File: src/rtl/instr_decode_pkg.sv
// Function
// - one 14-bit word holds opcode and operands
// - sort opcodes into byte, bit, literal classes
// - ordinary instructions take one instruction cycle
// - both call forms take two cycles
// - all three return forms take two cycles
// - jumps, branches and skips take two cycles
// - indirect access to program memory adds one
// - instruction cycle is four oscillator periods
// - file operands read, modify, then store
// - file read happens even for write-only ops
// - file address operand is seven bits wide
// - bit operand selects one of eight bits
// - destination 0 accumulator, 1 file register
// - pointer operand picks pointer pair 0 or 1
// - step field picks pre/post increment/decrement
// - ignored bit positions never change behaviour
package instr_decode_pkg;
	localparam int INSTR_W = 14;
	localparam int FILE_ADDR_W = 7;
	localparam int BIT_POS_W = 3;
	localparam int LIT_W = 11;
	localparam int PHASE_W = 2;
	localparam int CYC_W = 2;
	localparam int OSC_PER_CYCLE = 4;

	// field positions inside the word
	localparam int CLASS_MSB = 13;
	localparam int CLASS_LSB = 12;
	localparam int SUBOP_MSB = 11;
	localparam int SUBOP_LSB = 8;
	localparam int BITOP_MSB = 11;
	localparam int BITOP_LSB = 10;
	localparam int DEST_BIT = 7;
	localparam int BITPOS_MSB = 9;
	localparam int BITPOS_LSB = 7;
	localparam int FADDR_MSB = 6;
	localparam int JUMP_SEL_BIT = 11;
	localparam int CTRL_SEL_MSB = 7;
	localparam int CTRL_SEL_LSB = 3;
	localparam int PTR_BIT = 2;
	localparam int STEP_MSB = 1;

	// phase and cycle values
	localparam logic [PHASE_W-1:0] PH_FETCH = 2'h0;
	localparam logic [PHASE_W-1:0] PH_READ = 2'h1;
	localparam logic [PHASE_W-1:0] PH_MODIFY = 2'h2;
	localparam logic [PHASE_W-1:0] PH_STORE = 2'h3;
	localparam logic [CYC_W-1:0] CYC_ONE = 2'h1;
	localparam logic [CYC_W-1:0] CYC_TWO = 2'h2;

	// sub-operation codes
	localparam logic [3:0] BYTE_MOVE_NOP = 4'h0;
	localparam logic [3:0] BYTE_DEC_SKIP = 4'hB;
	localparam logic [3:0] BYTE_INC_SKIP = 4'hF;
	localparam logic [1:0] BIT_CLEAR = 2'h0;
	localparam logic [1:0] BIT_SET = 2'h1;
	localparam logic [1:0] BIT_SKIP_CLEAR = 2'h2;
	localparam logic [1:0] BIT_SKIP_SET = 2'h3;
	localparam logic [3:0] LIT_CONTROL = 4'h0;
	localparam logic [3:0] LIT_RELBR_A = 4'h2;
	localparam logic [3:0] LIT_RELBR_B = 4'h3;
	localparam logic [3:0] LIT_RET_LIT = 4'h4;
	localparam logic [4:0] CTRL_RETURN = 5'h01;
	localparam logic [4:0] CTRL_RET_INT = 5'h02;
	localparam logic [4:0] CTRL_CALL_W = 5'h03;
	localparam logic [4:0] CTRL_BRANCH_W = 5'h04;
	localparam logic [4:0] CTRL_IND_LOAD = 5'h08;
	localparam logic [4:0] CTRL_IND_STORE = 5'h09;

	// file addresses that act through the pointers, and the top file address
	localparam logic [FILE_ADDR_W-1:0] IND0_ADDR = 7'h00;
	localparam logic [FILE_ADDR_W-1:0] IND1_ADDR = 7'h01;
	localparam logic [FILE_ADDR_W-1:0] FILE_ADDR_MAX = 7'h7F;

	typedef enum logic [1:0] {
		CLS_BYTE = 2'b00,
		CLS_BIT = 2'b01,
		CLS_LIT = 2'b10
	} op_class_t;

	typedef enum logic [1:0] {
		STEP_PRE_INC = 2'b00,
		STEP_PRE_DEC = 2'b01,
		STEP_POST_INC = 2'b10,
		STEP_POST_DEC = 2'b11
	} step_kind_t;

	typedef struct packed {
		op_class_t op_class;
		logic [FILE_ADDR_W-1:0] file_addr;
		logic [BIT_POS_W-1:0] bit_pos;
		logic dest_file;
		logic uses_file;
		logic stores_result;
		logic indirect;
		logic ptr_id;
		step_kind_t step_kind;
		logic [LIT_W-1:0] literal;
		logic [CYC_W-1:0] cycles;
	} decoded_t;
endpackage

File: src/rtl/instruction_cycle_decode.sv
`timescale 1ns/1ns
module instruction_cycle_decode
	import instr_decode_pkg::*;
(
	// clock and reset
	input wire logic ref_clk,
	input wire logic rst_n,
	// instruction word from program memory
	input wire logic [INSTR_W-1:0] instr_word,
	output logic instr_take,
	// pointer state from the core, 1 = points into program memory
	input wire logic [1:0] ptr_in_prog,
	// file register data path
	input wire logic [7:0] file_rd_data,
	input wire logic [7:0] alu_result,
	output logic file_rd_stb,
	output logic file_wr_stb,
	output logic acc_wr_stb,
	output logic [7:0] operand_q,
	output logic [7:0] wr_data_q,
	// timing and decoded fields
	output logic [PHASE_W-1:0] phase_q,
	output logic instr_cycle_en,
	output logic stall,
	output decoded_t dec_q
);
	decoded_t dec_d;
	logic [CYC_W-1:0] cyc_left_q;
	logic first_q;
	logic [1:0] cls_raw;
	logic [3:0] subop;
	logic [1:0] bitop;
	logic [4:0] ctrl_sel;
	logic two_cycle;
	logic ptr_prog;

	always_comb begin
		cls_raw = instr_word[CLASS_MSB:CLASS_LSB];
		subop = instr_word[SUBOP_MSB:SUBOP_LSB];
		bitop = instr_word[BITOP_MSB:BITOP_LSB];
		ctrl_sel = instr_word[CTRL_SEL_MSB:CTRL_SEL_LSB];
	end

	always_comb begin
		dec_d = '0;
		two_cycle = 1'b0;
		dec_d.literal = instr_word[LIT_W-1:0];
		dec_d.file_addr = instr_word[FADDR_MSB:0];
		dec_d.bit_pos = instr_word[BITPOS_MSB:BITPOS_LSB];
		dec_d.ptr_id = instr_word[PTR_BIT];
		dec_d.step_kind = step_kind_t'(instr_word[STEP_MSB:0]);
		case (cls_raw)
			2'b00: begin
				dec_d.op_class = CLS_BYTE;
				dec_d.dest_file = instr_word[DEST_BIT];
				dec_d.uses_file = 1'b1;
				dec_d.stores_result = 1'b1;
				if (subop == BYTE_MOVE_NOP && !instr_word[DEST_BIT]) begin
					dec_d.uses_file = 1'b0;
					dec_d.stores_result = 1'b0;
					dec_d.file_addr = '0;
				end
				if (subop == BYTE_DEC_SKIP || subop == BYTE_INC_SKIP) begin
					two_cycle = 1'b1;
				end
			end
			2'b01: begin
				dec_d.op_class = CLS_BIT;
				dec_d.uses_file = 1'b1;
				// bit clear and set store back to the file; the skip forms store nothing
				dec_d.dest_file = 1'b1;
				dec_d.stores_result = (bitop == BIT_CLEAR) ||
					(bitop == BIT_SET);
				if (bitop == BIT_SKIP_CLEAR || bitop == BIT_SKIP_SET) begin
					two_cycle = 1'b1;
				end
			end
			2'b10: begin
				dec_d.op_class = CLS_LIT;
				two_cycle = 1'b1;
			end
			default: begin
				dec_d.op_class = CLS_LIT;
				case (subop)
					LIT_RELBR_A, LIT_RELBR_B: begin
						two_cycle = 1'b1;
					end
					LIT_RET_LIT: begin
						two_cycle = 1'b1;
					end
					LIT_CONTROL: begin
						case (ctrl_sel)
							CTRL_RETURN, CTRL_RET_INT: begin
								two_cycle = 1'b1;
							end
							CTRL_CALL_W: begin
								two_cycle = 1'b1;
							end
							CTRL_BRANCH_W: begin
								two_cycle = 1'b1;
							end
							CTRL_IND_LOAD, CTRL_IND_STORE: begin
								dec_d.indirect = 1'b1;
							end
							default: begin
								two_cycle = 1'b0;
							end
						endcase
					end
					default: begin
						two_cycle = 1'b0;
					end
				endcase
			end
		endcase
		// file operand through a pointer's window register
		if (dec_d.uses_file &&
			(dec_d.file_addr == IND0_ADDR ||
			dec_d.file_addr == IND1_ADDR)) begin
			dec_d.indirect = 1'b1;
			dec_d.ptr_id = (dec_d.file_addr == IND1_ADDR);
		end
		ptr_prog = dec_d.ptr_id ? ptr_in_prog[1] : ptr_in_prog[0];
		dec_d.cycles = two_cycle ? CYC_TWO : CYC_ONE;
		if (dec_d.indirect && ptr_prog) begin
			dec_d.cycles = dec_d.cycles + CYC_ONE;
		end
	end

	always_ff @(posedge ref_clk) begin
		if (!rst_n) begin
			phase_q <= PH_FETCH;
		end else begin
			phase_q <= phase_q + 2'h1;
		end
	end

	assign instr_cycle_en = (phase_q == PH_STORE);

	// next word taken only once the current one is done
	assign instr_take = (phase_q == PH_FETCH) && (cyc_left_q == '0);
	assign stall = (cyc_left_q != '0);

	always_ff @(posedge ref_clk) begin
		if (!rst_n) begin
			cyc_left_q <= '0;
		end else if (instr_take) begin
			cyc_left_q <= dec_d.cycles - CYC_ONE;
		// count down at the start of each stalled cycle, not at the end
		// of the first one, or the next take would come a cycle early
		end else if (phase_q == PH_FETCH && cyc_left_q != '0) begin
			cyc_left_q <= cyc_left_q - CYC_ONE;
		end
	end

	always_ff @(posedge ref_clk) begin
		if (!rst_n) begin
			dec_q <= '0;
		end else if (instr_take) begin
			dec_q <= dec_d;
		end
	end

	// file access only in the first instruction cycle
	always_ff @(posedge ref_clk) begin
		if (!rst_n) begin
			first_q <= 1'b0;
		end else if (instr_take) begin
			first_q <= 1'b1;
		end else if (instr_cycle_en) begin
			first_q <= 1'b0;
		end
	end

	assign file_rd_stb = first_q && dec_q.uses_file && (phase_q == PH_READ);

	always_ff @(posedge ref_clk) begin
		if (!rst_n) begin
			operand_q <= 8'h00;
		end else if (file_rd_stb) begin
			operand_q <= file_rd_data;
		end
	end

	always_ff @(posedge ref_clk) begin
		if (!rst_n) begin
			wr_data_q <= 8'h00;
		end else if (first_q && dec_q.uses_file && phase_q == PH_MODIFY) begin
			wr_data_q <= alu_result;
		end
	end

	assign file_wr_stb = first_q && dec_q.uses_file &&
		dec_q.stores_result && dec_q.dest_file && (phase_q == PH_STORE);
	assign acc_wr_stb = first_q && dec_q.uses_file &&
		dec_q.stores_result && !dec_q.dest_file && (phase_q == PH_STORE);
endmodule // instruction_cycle_decode

File: config.mk
export PLATFORM = sky130hd
export DESIGN_NAME = instruction_cycle_decode
export DESIGN_NICKNAME = d
export VERILOG_FILES = /design/src/rtl/instr_decode_pkg.sv /design/src/rtl/instruction_cycle_decode.sv
export SDC_FILE = /design/constraint.sdc
export NUM_CORES = 1
export LEC_CHECK = 0
export ABC_CLOCK_PERIOD_IN_PS = 6640
export BUFFER_PORTS_ARGS = -buffer_cell sky130_fd_sc_hd__buf_2
export CAP_MARGIN = 15
export CORE_ASPECT_RATIO = 0.5
export CORE_UTILIZATION = 30
export CTS_CLUSTER_SIZE = 20
export DETAILED_ROUTE_END_ITERATION = 8
export SLEW_MARGIN = 20
export SYNTH_ARGS = -nofsm -noshare
export SYNTH_HDL_FRONTEND = slang
export SYNTH_SLANG_ARGS = --single-unit
File: constraint.sdc
create_clock -name ref_clk -period 6.64 [get_ports ref_clk]
set_input_delay 1.328 -clock ref_clk [delete_from_list [all_inputs] [get_ports ref_clk]]
set_output_delay 1.328 -clock ref_clk [all_outputs]
set_load 0.02 [all_outputs]
* Word-level counts from Yosys, hierarchy flattened
Cells that the tools add are included.
** Cells by class
- Add/subtract/negate cells :: 4
- Muxes and demuxes :: 21
- Reduce and logical (&&, ||, !) cells :: 32
- Equal/unequal tests :: 20
** Operator list (number)
- 7-bit 2-to-1 mux :: 2
- 1-bit logical AND :: 13
- 2-bit 2-to-1 mux :: 6
- 2-bit equality test (second input constant) :: 5
- 5-bit by 2-bit equality test with 1-bit output (second input constant) :: 2
- 5-bit by 4-bit equality test with 1-bit output (second input constant) :: 2
- 1-bit 2-to-1 mux :: 9
- 4-bit by 2-bit equality test with 1-bit output (second input constant) :: 2
- 4-bit equality test (second input constant) :: 2
- 2-bit zero test :: 4
- 7-bit by 1-bit equality test with 1-bit output (second input constant) :: 1
- 7-bit zero test :: 1
- 2-bit by 1-bit equality test with 1-bit output (second input constant) :: 3
- 3-bit case mux with 2 select lines :: 1
- 2-bit nonzero test :: 3
- 3-bit OR reduction :: 2
- 5-bit by 1-bit equality test with 1-bit output (second input constant) :: 1
- 5-bit by 3-bit equality test with 1-bit output (second input constant) :: 1
- 2-bit by 1-bit adder with 2-bit output (second input constant) :: 2
- 4-bit by 3-bit equality test with 1-bit output (second input constant) :: 1
- 4-bit zero test :: 1
- 1-bit logical OR :: 4
- 2-bit case mux with 2 select lines :: 1
- 4-bit OR reduction :: 1
- other kinds (5) :: 7
** Storage, ports and cells
- Output and inout bits :: 56
- Bits in registers :: 53
- Logic and storage cells :: 93
- Bits of input ports :: 34

* Logic depth before layout (Yosys ltp)
Gate-level depths: netlist (run 1).
- Word-level depth :: 13
- Gate-level depth with buffers :: 9
- Mapped depth without buffers :: 8

* Worst setup path before layout (run 1)
No wires, ideal clock.
- Path kind :: input to register
- From :: in instr_word[13]
- To :: reg cyc_left_q[1]
- Buffers on the path :: 1
- Arrival :: 3.007 ns
- Stages on the path :: 9
- Setup time :: 0.115 ns
- Data required time :: 6.525 ns
- Setup slack :: 3.518 ns
- Path through :: buf_2 -> or4b_1 -> a211oi_2 -> o21a_1 -> o21ai_1 -> ha_1 -> xor2_1 -> o21ai_0 -> and2_1
** On the way
- Word-level cells in the longest chain between the ends :: 11
- Elaborated cells on any way between the ends :: 20
- Those cells by class :: add/sub (2); eq/ne (3); mux (9); reduce/logical (6)
** Ends and longest elaborated chain
- from (decl) :: line instruction_cycle_decode.sv:9 : input wire logic [INSTR_W-1:0] instr_word,
- 2-bit zero test :: line instruction_cycle_decode.sv:52 : case (cls_raw)
- 7-bit 2-to-1 mux :: line instruction_cycle_decode.sv:52
- 7-bit by 1-bit equality test with 1-bit output or 7-bit zero test (tied branches) :: line instruction_cycle_decode.sv:119, instruction_cycle_decode.sv:121, instruction_cycle_decode.sv:118
- 1-bit logical OR :: line instruction_cycle_decode.sv:118 : (dec_d.file_addr == IND0_ADDR ||
- 1-bit logical AND :: line instruction_cycle_decode.sv:117 : if (dec_d.uses_file &&
- 2-bit 2-to-1 mux :: line instruction_cycle_decode.sv:117
- 1-bit 2-to-1 mux :: line instruction_cycle_decode.sv:123 : ptr_prog = dec_d.ptr_id ? ptr_in_prog[1] : ptr_in_prog[0];
- 1-bit logical AND :: line instruction_cycle_decode.sv:125 : if (dec_d.indirect && ptr_prog) begin
- 2-bit 2-to-1 mux (*) :: line instruction_cycle_decode.sv:125
- 2-bit by 1-bit subtractor with 2-bit output (*) :: line instruction_cycle_decode.sv:148 : cyc_left_q <= dec_d.cycles - CYC_ONE;
- 2-bit 2-to-1 mux (*) :: line instruction_cycle_decode.sv:147 : end else if (instr_take) begin
- to (signal assigned) :: line instruction_cycle_decode.sv:148
- to (signal assigned) :: line instruction_cycle_decode.sv:152 : cyc_left_q <= cyc_left_q - CYC_ONE;
- to (decl) :: line instruction_cycle_decode.sv:28 : logic [CYC_W-1:0] cyc_left_q;
Mark *: on every way between the ends. The rest lies on a longest branch, timed or not.
A chain may end at the register's enable or synchronous reset.

* Final worst setup path (run 1)
- From :: reg phase_q[0]
- To :: out instr_take
** On the way
- Word-level cells in the longest chain between the ends :: 2
** Ends and longest elaborated chain
- from (decl) :: line instruction_cycle_decode.sv:22 : output logic [PHASE_W-1:0] phase_q,
- from (signal assigned) :: line instruction_cycle_decode.sv:134 : phase_q <= phase_q + 2'h1;
- 2-bit zero test :: line instruction_cycle_decode.sv:141 : assign instr_take = (phase_q == PH_FETCH) && (cyc_left_q == '0);
- 1-bit logical AND :: line instruction_cycle_decode.sv:141
- to (decl) :: line instruction_cycle_decode.sv:10 : output logic instr_take,
Every way passes these cells.

==> metrics.md, run 1 <==
| Metric | Value |
|---|---|
| Status | `completed` |
| CTS buffer count | `5` |
| Setup TNS | `0 ps` |
| Final Slew Violations | `0` |
| Core Footprint | `0.00636 sq mm` |
| Area Growth Syn to Fin | `31.5%` |
| Detail Route Antenna Nets | `0` |
| Initial antenna violation count | `0` |
| Post-CTS resize count | `0` |
| Final min period | `3800 ps` |
| WHS Path Cells | `2` |
| Grt ovf | `0` |
| Sequential cell area fraction in the yosys report | `46.5%` |
| Initial Util | `32.5%` |
| DRC | `0` |
| Worst hold path startpoint | `dec_q[23]` |
| Comb pwr share | `18.7%` |
| DR pass1 iterations | `4` |
| Placed insts | `395` |
| Vias/cell | `4.51` |
| Top-count cell post-synth | `nand2_1` |
| Required @ worst endpoint | `5310 ps` |
| Worst EP arrival | `2470 ps` |
| Worst slew pin tran | `982 ps` |
| Reg clk slew, reported paths | `70 ps` |
| Switching share of power | `27.5%` |
| Pwr/cell area | `284 mW/mm^2` |
| MaxCap Viol Count | `0` |
| Main synth FF type | `dfxtp_1` |
| Clock network fraction of total power | `39.1%` |
| H-Tree Depth | `2` |
| Storage cell area | `961 sq um` |
| Placed cell area | `0.00254 sq mm` |
| CTS tree | `built` |
| RSZ-0062 raised after global routing | `no` |
| Mapped Area | `0.00207 sq mm` |
| Rel. slew slack | `34.5%` |
| Sequential Power Share | `42.2%` |
| Multi-input logic area | `0.00100 sq mm` |
| Critical path capture point type | `primary output` |
| Layout fillers | `642` |
| CP max FO | `31` |
| Cell count after synthesis | `234` |
| Register bit count reported by yosys | `48` |
| Post-Layout Cell Count | `403` |
| Post-synth top area share | `46.5%` |
| Final instance area | `0.00272 sq mm` |
| Share of cells above drive strength 1 | `32.7%` |
| Syn nets | `273` |
| PortBufs | `89` |
| Final Hold Fails | `0` |
| DRC marker count from the first detailed-route iteration | `57` |
| Final core occ | `42.8%` |
| Post-CTS Setup Inserts | `0` |
| Worst Hold Class | `reg2reg` |
| Worst r2r src | `phase_q[0]` |
| Worst r2r dst | `dec_q[16]` |
| Final HPWL DP | `3.60 mm` |
| Final setup vio count | `0` |
| Avg WL per Cell | `11.8 um` |
| DIE AREA | `0.00725 sq mm` |
| Most frequent cells after synthesis | `nand2_1 (54), dfxtp_1 (48), a21boi_0 (25)` |
| Die X | `119 um` |
| Crit share post-route | `57.2%` |
| ANT cells | `0` |
| Async SR Flop Fraction | `0%` |
| Peak supply drop | `0.123 mV` |
| Reg2Reg Setup Slack | `4210 ps` |
| Clk Tree Root Cell | `clkbuf_16` |
| Clock skew | `5.74 ps` |
| Die H | `60.7 um` |
| CP Class | `reg2out` |
| I/O Pins | `90` |
| Post-synth top area cell | `dfxtp_1` |
| All-Layer GR Usage | `13.3%` |
| First-pass GRT wire length | `7.42 mm` |
| Largest net degree at the start of global routing | `47` |
| Leakage | `1.30 nW` |
| Cell variety after synth | `36` |
| Final WL | `4.77 mm` |
| CTS sink cnt | `48` |
| Vias in the first global route | `1671` |
| Reg2Reg Depth | `6` |
| Achievable clock frequency | `0.263 GHz` |
| EDFF count, synth | `0` |
| Routed via count | `1816` |
| Hold buffer count at CTS | `0` |
| Synth Area per Inst | `8.84 sq um` |
| Hold-critical path endpoint | `dec_q[23]` |
| Syn. warnings | `0` |
| RePlAce Congestion | `0.780` |
| Psw | `0.000213 W` |
| Nets@finish | `353` |
| Crit path launch type | `flip-flop` |
| Int Pwr | `0.000561 W` |
| Clk_lat worst skew | `280 ps` |
| Row cnt | `20` |
| Clk buf depth | `2` |
| Top cells by area, synth | `dfxtp_1 (46%), nand2_1 (9.8%), a21boi_0 (9.1%)` |
routing by layer:
| layer | wire [um] | up-vias | global-route usage, % |
|---|---|---|---|
| li1 | - | 939 | - |
| met5 | 0 | - | 0 |
| met4 | 21 | 0 | 3.75 |
| met3 | 174 | 2 | 4.04 |
| met2 | 2410 | 25 | 25.7 |
| met1 | 2160 | 850 | 14.6 |
stage by stage:
| stage | hold WS, ps | setup WS [ps] | power, W |
|---|---|---|---|
| after floorplan | 484 | 3520 | 0.000433 |
| after global placement | 444 | 3190 | 0.000477 |
| after detailed placement | 452 | 3120 | 0.000480 |
| after CTS | 462 | 2800 | 0.000785 |
| after global routing | 487 | 2510 | 0.000811 |
| final | 456 | 2840 | 0.000774 |
worst max path at each step:
stage | slack (ps) | end | start
floorplan | 3520 | cyc_left_q[1] | instr_word[13]
global placement | 3190 | instr_take | phase_q[0]
detailed placement | 3120 | instr_take | phase_q[0]
CTS | 2800 | instr_take | phase_q[0]
global route | 2510 | instr_take | phase_q[0]
finish | 2840 | instr_take | phase_q[0]
logic make-up (layout without fill, tap and decap cells):
| kind of cell | count (synthesis) | in the layout | share of synthesized area (%) |
|---|---|---|---|
| AO/OA/AOI/OAI | 47 | 47 | 16.0 |
| XOR/XNOR | 2 | 2 | 0.847 |
| adder cells (fa/ha/maj) | 5 | 5 | 3.02 |
| buffers and inverters | 21 | 102 | 5.08 |
| flip-flops | 48 | 48 | 46.5 |
| multiplexers | 9 | 9 | 4.36 |
| AND/OR/NAND/NOR | 102 | 102 | 24.2 |
worst max-delay path: stages, from the launching register on:
cell,delay [ps]
dfxtp_1,400
inv_1,90
ha_1,220
or3b_1,820
inv_2,380
buf_2,280
state kept, by name, summed over array words and instances, names as in the netlist:
signal      count
cyc_left_q      2
dec_q          27
first_q         1
operand_q       8
phase_q         2
wr_data_q       8
cell usage in the layout (no fill, tap or decap), drive strengths merged, types with 3 or more instances in the layout:
cell type / count
nor2: 8
inv: 4
nand2: 54
a21boi: 25
ha: 5
o21ai: 6
clkbuf: 7
nor3: 4
nor2b: 12
mux2i: 9
nand2b: 4
and2: 3
buf: 89
nand4: 3
a21oi: 8
dfxtp: 48
nand3: 6
final cells by class:
cell class	count	area share [%]
multi-input combinational	165	36.8
sequential	48	35.3
timing repair buffer	89	16.4
clock buffer	7	5.61
tap	88	4.05
clock inverter	1	1.10
inverter	5	0.690
power by group through the flow:
stage | Combinational, W | Sequential, W | Clock [W]
CTS | 0.000148 | 0.000327 | 0.000311
finish | 0.000145 | 0.000326 | 0.000303
global route | 0.000161 | 0.000329 | 0.000321
detailed placement | 0.000147 | 0.000333 | 0
global placement | 0.000145 | 0.000332 | 0
floorplan | 0.0000760 | 0.000357 | 0
Power figures use the tool's default switching activity.
==> run 2, diff against run 1 <==
--- a/config.mk
+++ b/config.mk
@@ -5,7 +5,7 @@
 export SDC_FILE = /design/constraint.sdc
 export NUM_CORES = 1
 export LEC_CHECK = 0
-export ABC_CLOCK_PERIOD_IN_PS = 6640
+export ABC_CLOCK_PERIOD_IN_PS = 3800
 export BUFFER_PORTS_ARGS = -buffer_cell sky130_fd_sc_hd__buf_2
 export CAP_MARGIN = 15
 export CORE_ASPECT_RATIO = 0.5
==> constraint.sdc (replaced) <==
create_clock -name ref_clk -period 3.8 [get_ports ref_clk]
set_input_delay 0.76 -clock ref_clk [delete_from_list [all_inputs] [get_ports ref_clk]]
set_output_delay 0.76 -clock ref_clk [all_outputs]
set_load 0.02 [all_outputs]
==> metrics.md, run 2 (same netlist as run 1, synthesis figures left out) <==
| Metric | Value |
|---|---|
| Vias/cell | `4.53` |
| Final min period | `2600 ps` |
| Nets@finish | `354` |
| Largest reg by FF count | `dec_q` |
| Row cnt | `20` |
| Peak supply drop | `0.186 mV` |
| Hold buffer count at CTS | `0` |
| Critical Path Start | `phase_q[0]` |
| Final Slew Violations | `0` |
| Clk_lat worst skew | `280 ps` |
| Int Pwr | `0.000966 W` |
| DR pass1 iterations | `4` |
| Worst slew pin tran | `689 ps` |
| CP max FO | `24` |
| CP Class | `reg2out` |
| Required @ worst endpoint | `3040 ps` |
| Critical path capture point type | `primary output` |
| Clk Tree Root Cell | `clkbuf_16` |
| Clk buf depth | `2` |
| Largest net degree at the start of global routing | `47` |
| Achievable clock frequency | `0.385 GHz` |
| Post-CTS resize count | `0` |
| Setup TNS | `0 ps` |
| Sequential Power Share | `42.5%` |
| Tot Pwr | `0.00134 W` |
| RSZ-0062 raised after global routing | `no` |
| Critical path, cell by cell | `inv_1, ha_1, or3b_1, inv_2, buf_2` |
| Max stage delay on crit path | `390 ps` |
| Number of stages on the worst setup path | `5` |
| Reg2Reg Depth | `6` |
| Final Hold Fails | `0` |
| H-Tree Depth | `2` |
| Clock network fraction of total power | `38.2%` |
| CP max-delay cell | `or3b_1` |
| Critical path destination | `instr_take` |
| Worst r2r src | `phase_q[0]` |
| Crit share post-route | `68.4%` |
| Worst r2r dst | `dec_q[24]` |
| Comb pwr share | `19.3%` |
| Worst EP arrival | `1840 ps` |
| CTS tree | `built` |
| Max reg flops | `27` |
| Reg clk slew, reported paths | `70 ps` |
| DRC | `0` |
| Reg2Reg Setup Slack | `1980 ps` |
| Core Footprint | `0.00636 sq mm` |
| Crit path launch type | `flip-flop` |
| Psw | `0.000374 W` |
| Leakage | `1.31 nW` |
| Final setup vio count | `0` |
| Rel. slew slack | `54.1%` |
| Detail Route Antenna Nets | `0` |
| Status | `completed` |
| ANT cells | `0` |
| PortBufs | `89` |
| I/O Pins | `90` |
| RePlAce Congestion | `0.784` |
| Vias in the first global route | `1726` |
| DRC marker count from the first detailed-route iteration | `68` |
| Clock skew | `4.80 ps` |
| CTS buffer count | `5` |
| Grt ovf | `0` |
| Area Growth Syn to Fin | `31.6%` |
| Pwr/cell area | `492 mW/mm^2` |
| Final HPWL DP | `3.57 mm` |
| Final WL | `4.77 mm` |
| CTS sink cnt | `48` |
| MaxCap Viol Count | `0` |
| Biggest registers after layout | `dec_q x27, operand_q x8, wr_data_q x8` |
| Share of cells above drive strength 1 | `32.9%` |
| Switching share of power | `27.9%` |
| Worst Hold Class | `reg2reg` |
| Avg WL per Cell | `11.8 um` |
| All-Layer GR Usage | `13.9%` |
| Routed via count | `1829` |
| First-pass GRT wire length | `7.82 mm` |
| Initial antenna violation count | `0` |
| DIE AREA | `0.00725 sq mm` |
| Top delay family on crit path | `buffers and inverters` |
| Commonest cells after routing, fill and taps aside | `buf_2 (89), nand2_1 (54), dfxtp_1 (48), a21boi_0 (25), nor2b_1 (12)` |
| Initial Util | `32.5%` |
| Die H | `60.7 um` |
| WP buf/inv | `3` |
| Die X | `119 um` |
| Leading cell type in the layout, fill and taps excluded | `buf_2` |
| Post-CTS Setup Inserts | `0` |
[run 2: routing by layer]
metal / vias to the layer above / routed length, um / track usage (%)
met1: 844 / 2160 / 16.4
met2: 31 / 2370 / 24.6
met4: 0 / 68 / 4.64
li1: 946 / - / -
met3: 8 / 177 / 4.61
met5: - / 0 / 0
[run 2: power by group through the flow]
stage / clock (W) / sequential [W] / combinational [W]
floorplan: 0 / 0.000623 / 0.000133
global placement: 0 / 0.000579 / 0.000259
detailed placement: 0 / 0.000581 / 0.000262
CTS: 0.000529 / 0.000570 / 0.000263
global route: 0.000559 / 0.000575 / 0.000288
finish: 0.000511 / 0.000570 / 0.000259
[run 2: cell type report]
class                           instances  area [sq um]
Tap cell                               88           110
Multi-Input combinational cell        165          1000
Clock inverter                          2          38.8
Clock buffer                            6           139
Timing Repair Buffer                   90           453
Sequential cell                        48           961
Fill cell                             651          3630
Inverter                                5          18.8
[run 2: metrics by stage]
stage / hold WS [ps] / std cells / setup WS (ps) / cell area (sq um) / util [%]
after floorplan: 484 / 234 / 1250 / 2070 / -
after global placement: 444 / 396 / 1070 / 2540 / 40.0
after detailed placement: 455 / 396 / 1030 / 2540 / 40.0
after CTS: 464 / 404 / 1170 / 2720 / 42.8
after global routing: 490 / 404 / 1020 / 2720 / 42.8
final: 458 / 404 / 1200 / 2720 / 42.8
[run 2: worst reg2reg max path, stage by stage (launching register included)]
cell,delay (ps)
dfxtp_1,350
inv_1,90
ha_1,190
or3b_1,390
buf_4,250
o21ai_1,370
a21oi_1,70
[run 2: worst min path at each step]
stage                   start        end  slack [ps]  depth (start not counted)
global placement    dec_q[23]  dec_q[23]         440                          2
finish              dec_q[24]  dec_q[24]         460                          2
floorplan             first_q    first_q         480                          2
CTS                 dec_q[24]  dec_q[24]         460                          2
global route         dec_q[5]   dec_q[5]         490                          2
detailed placement  dec_q[24]  dec_q[24]         460                          2
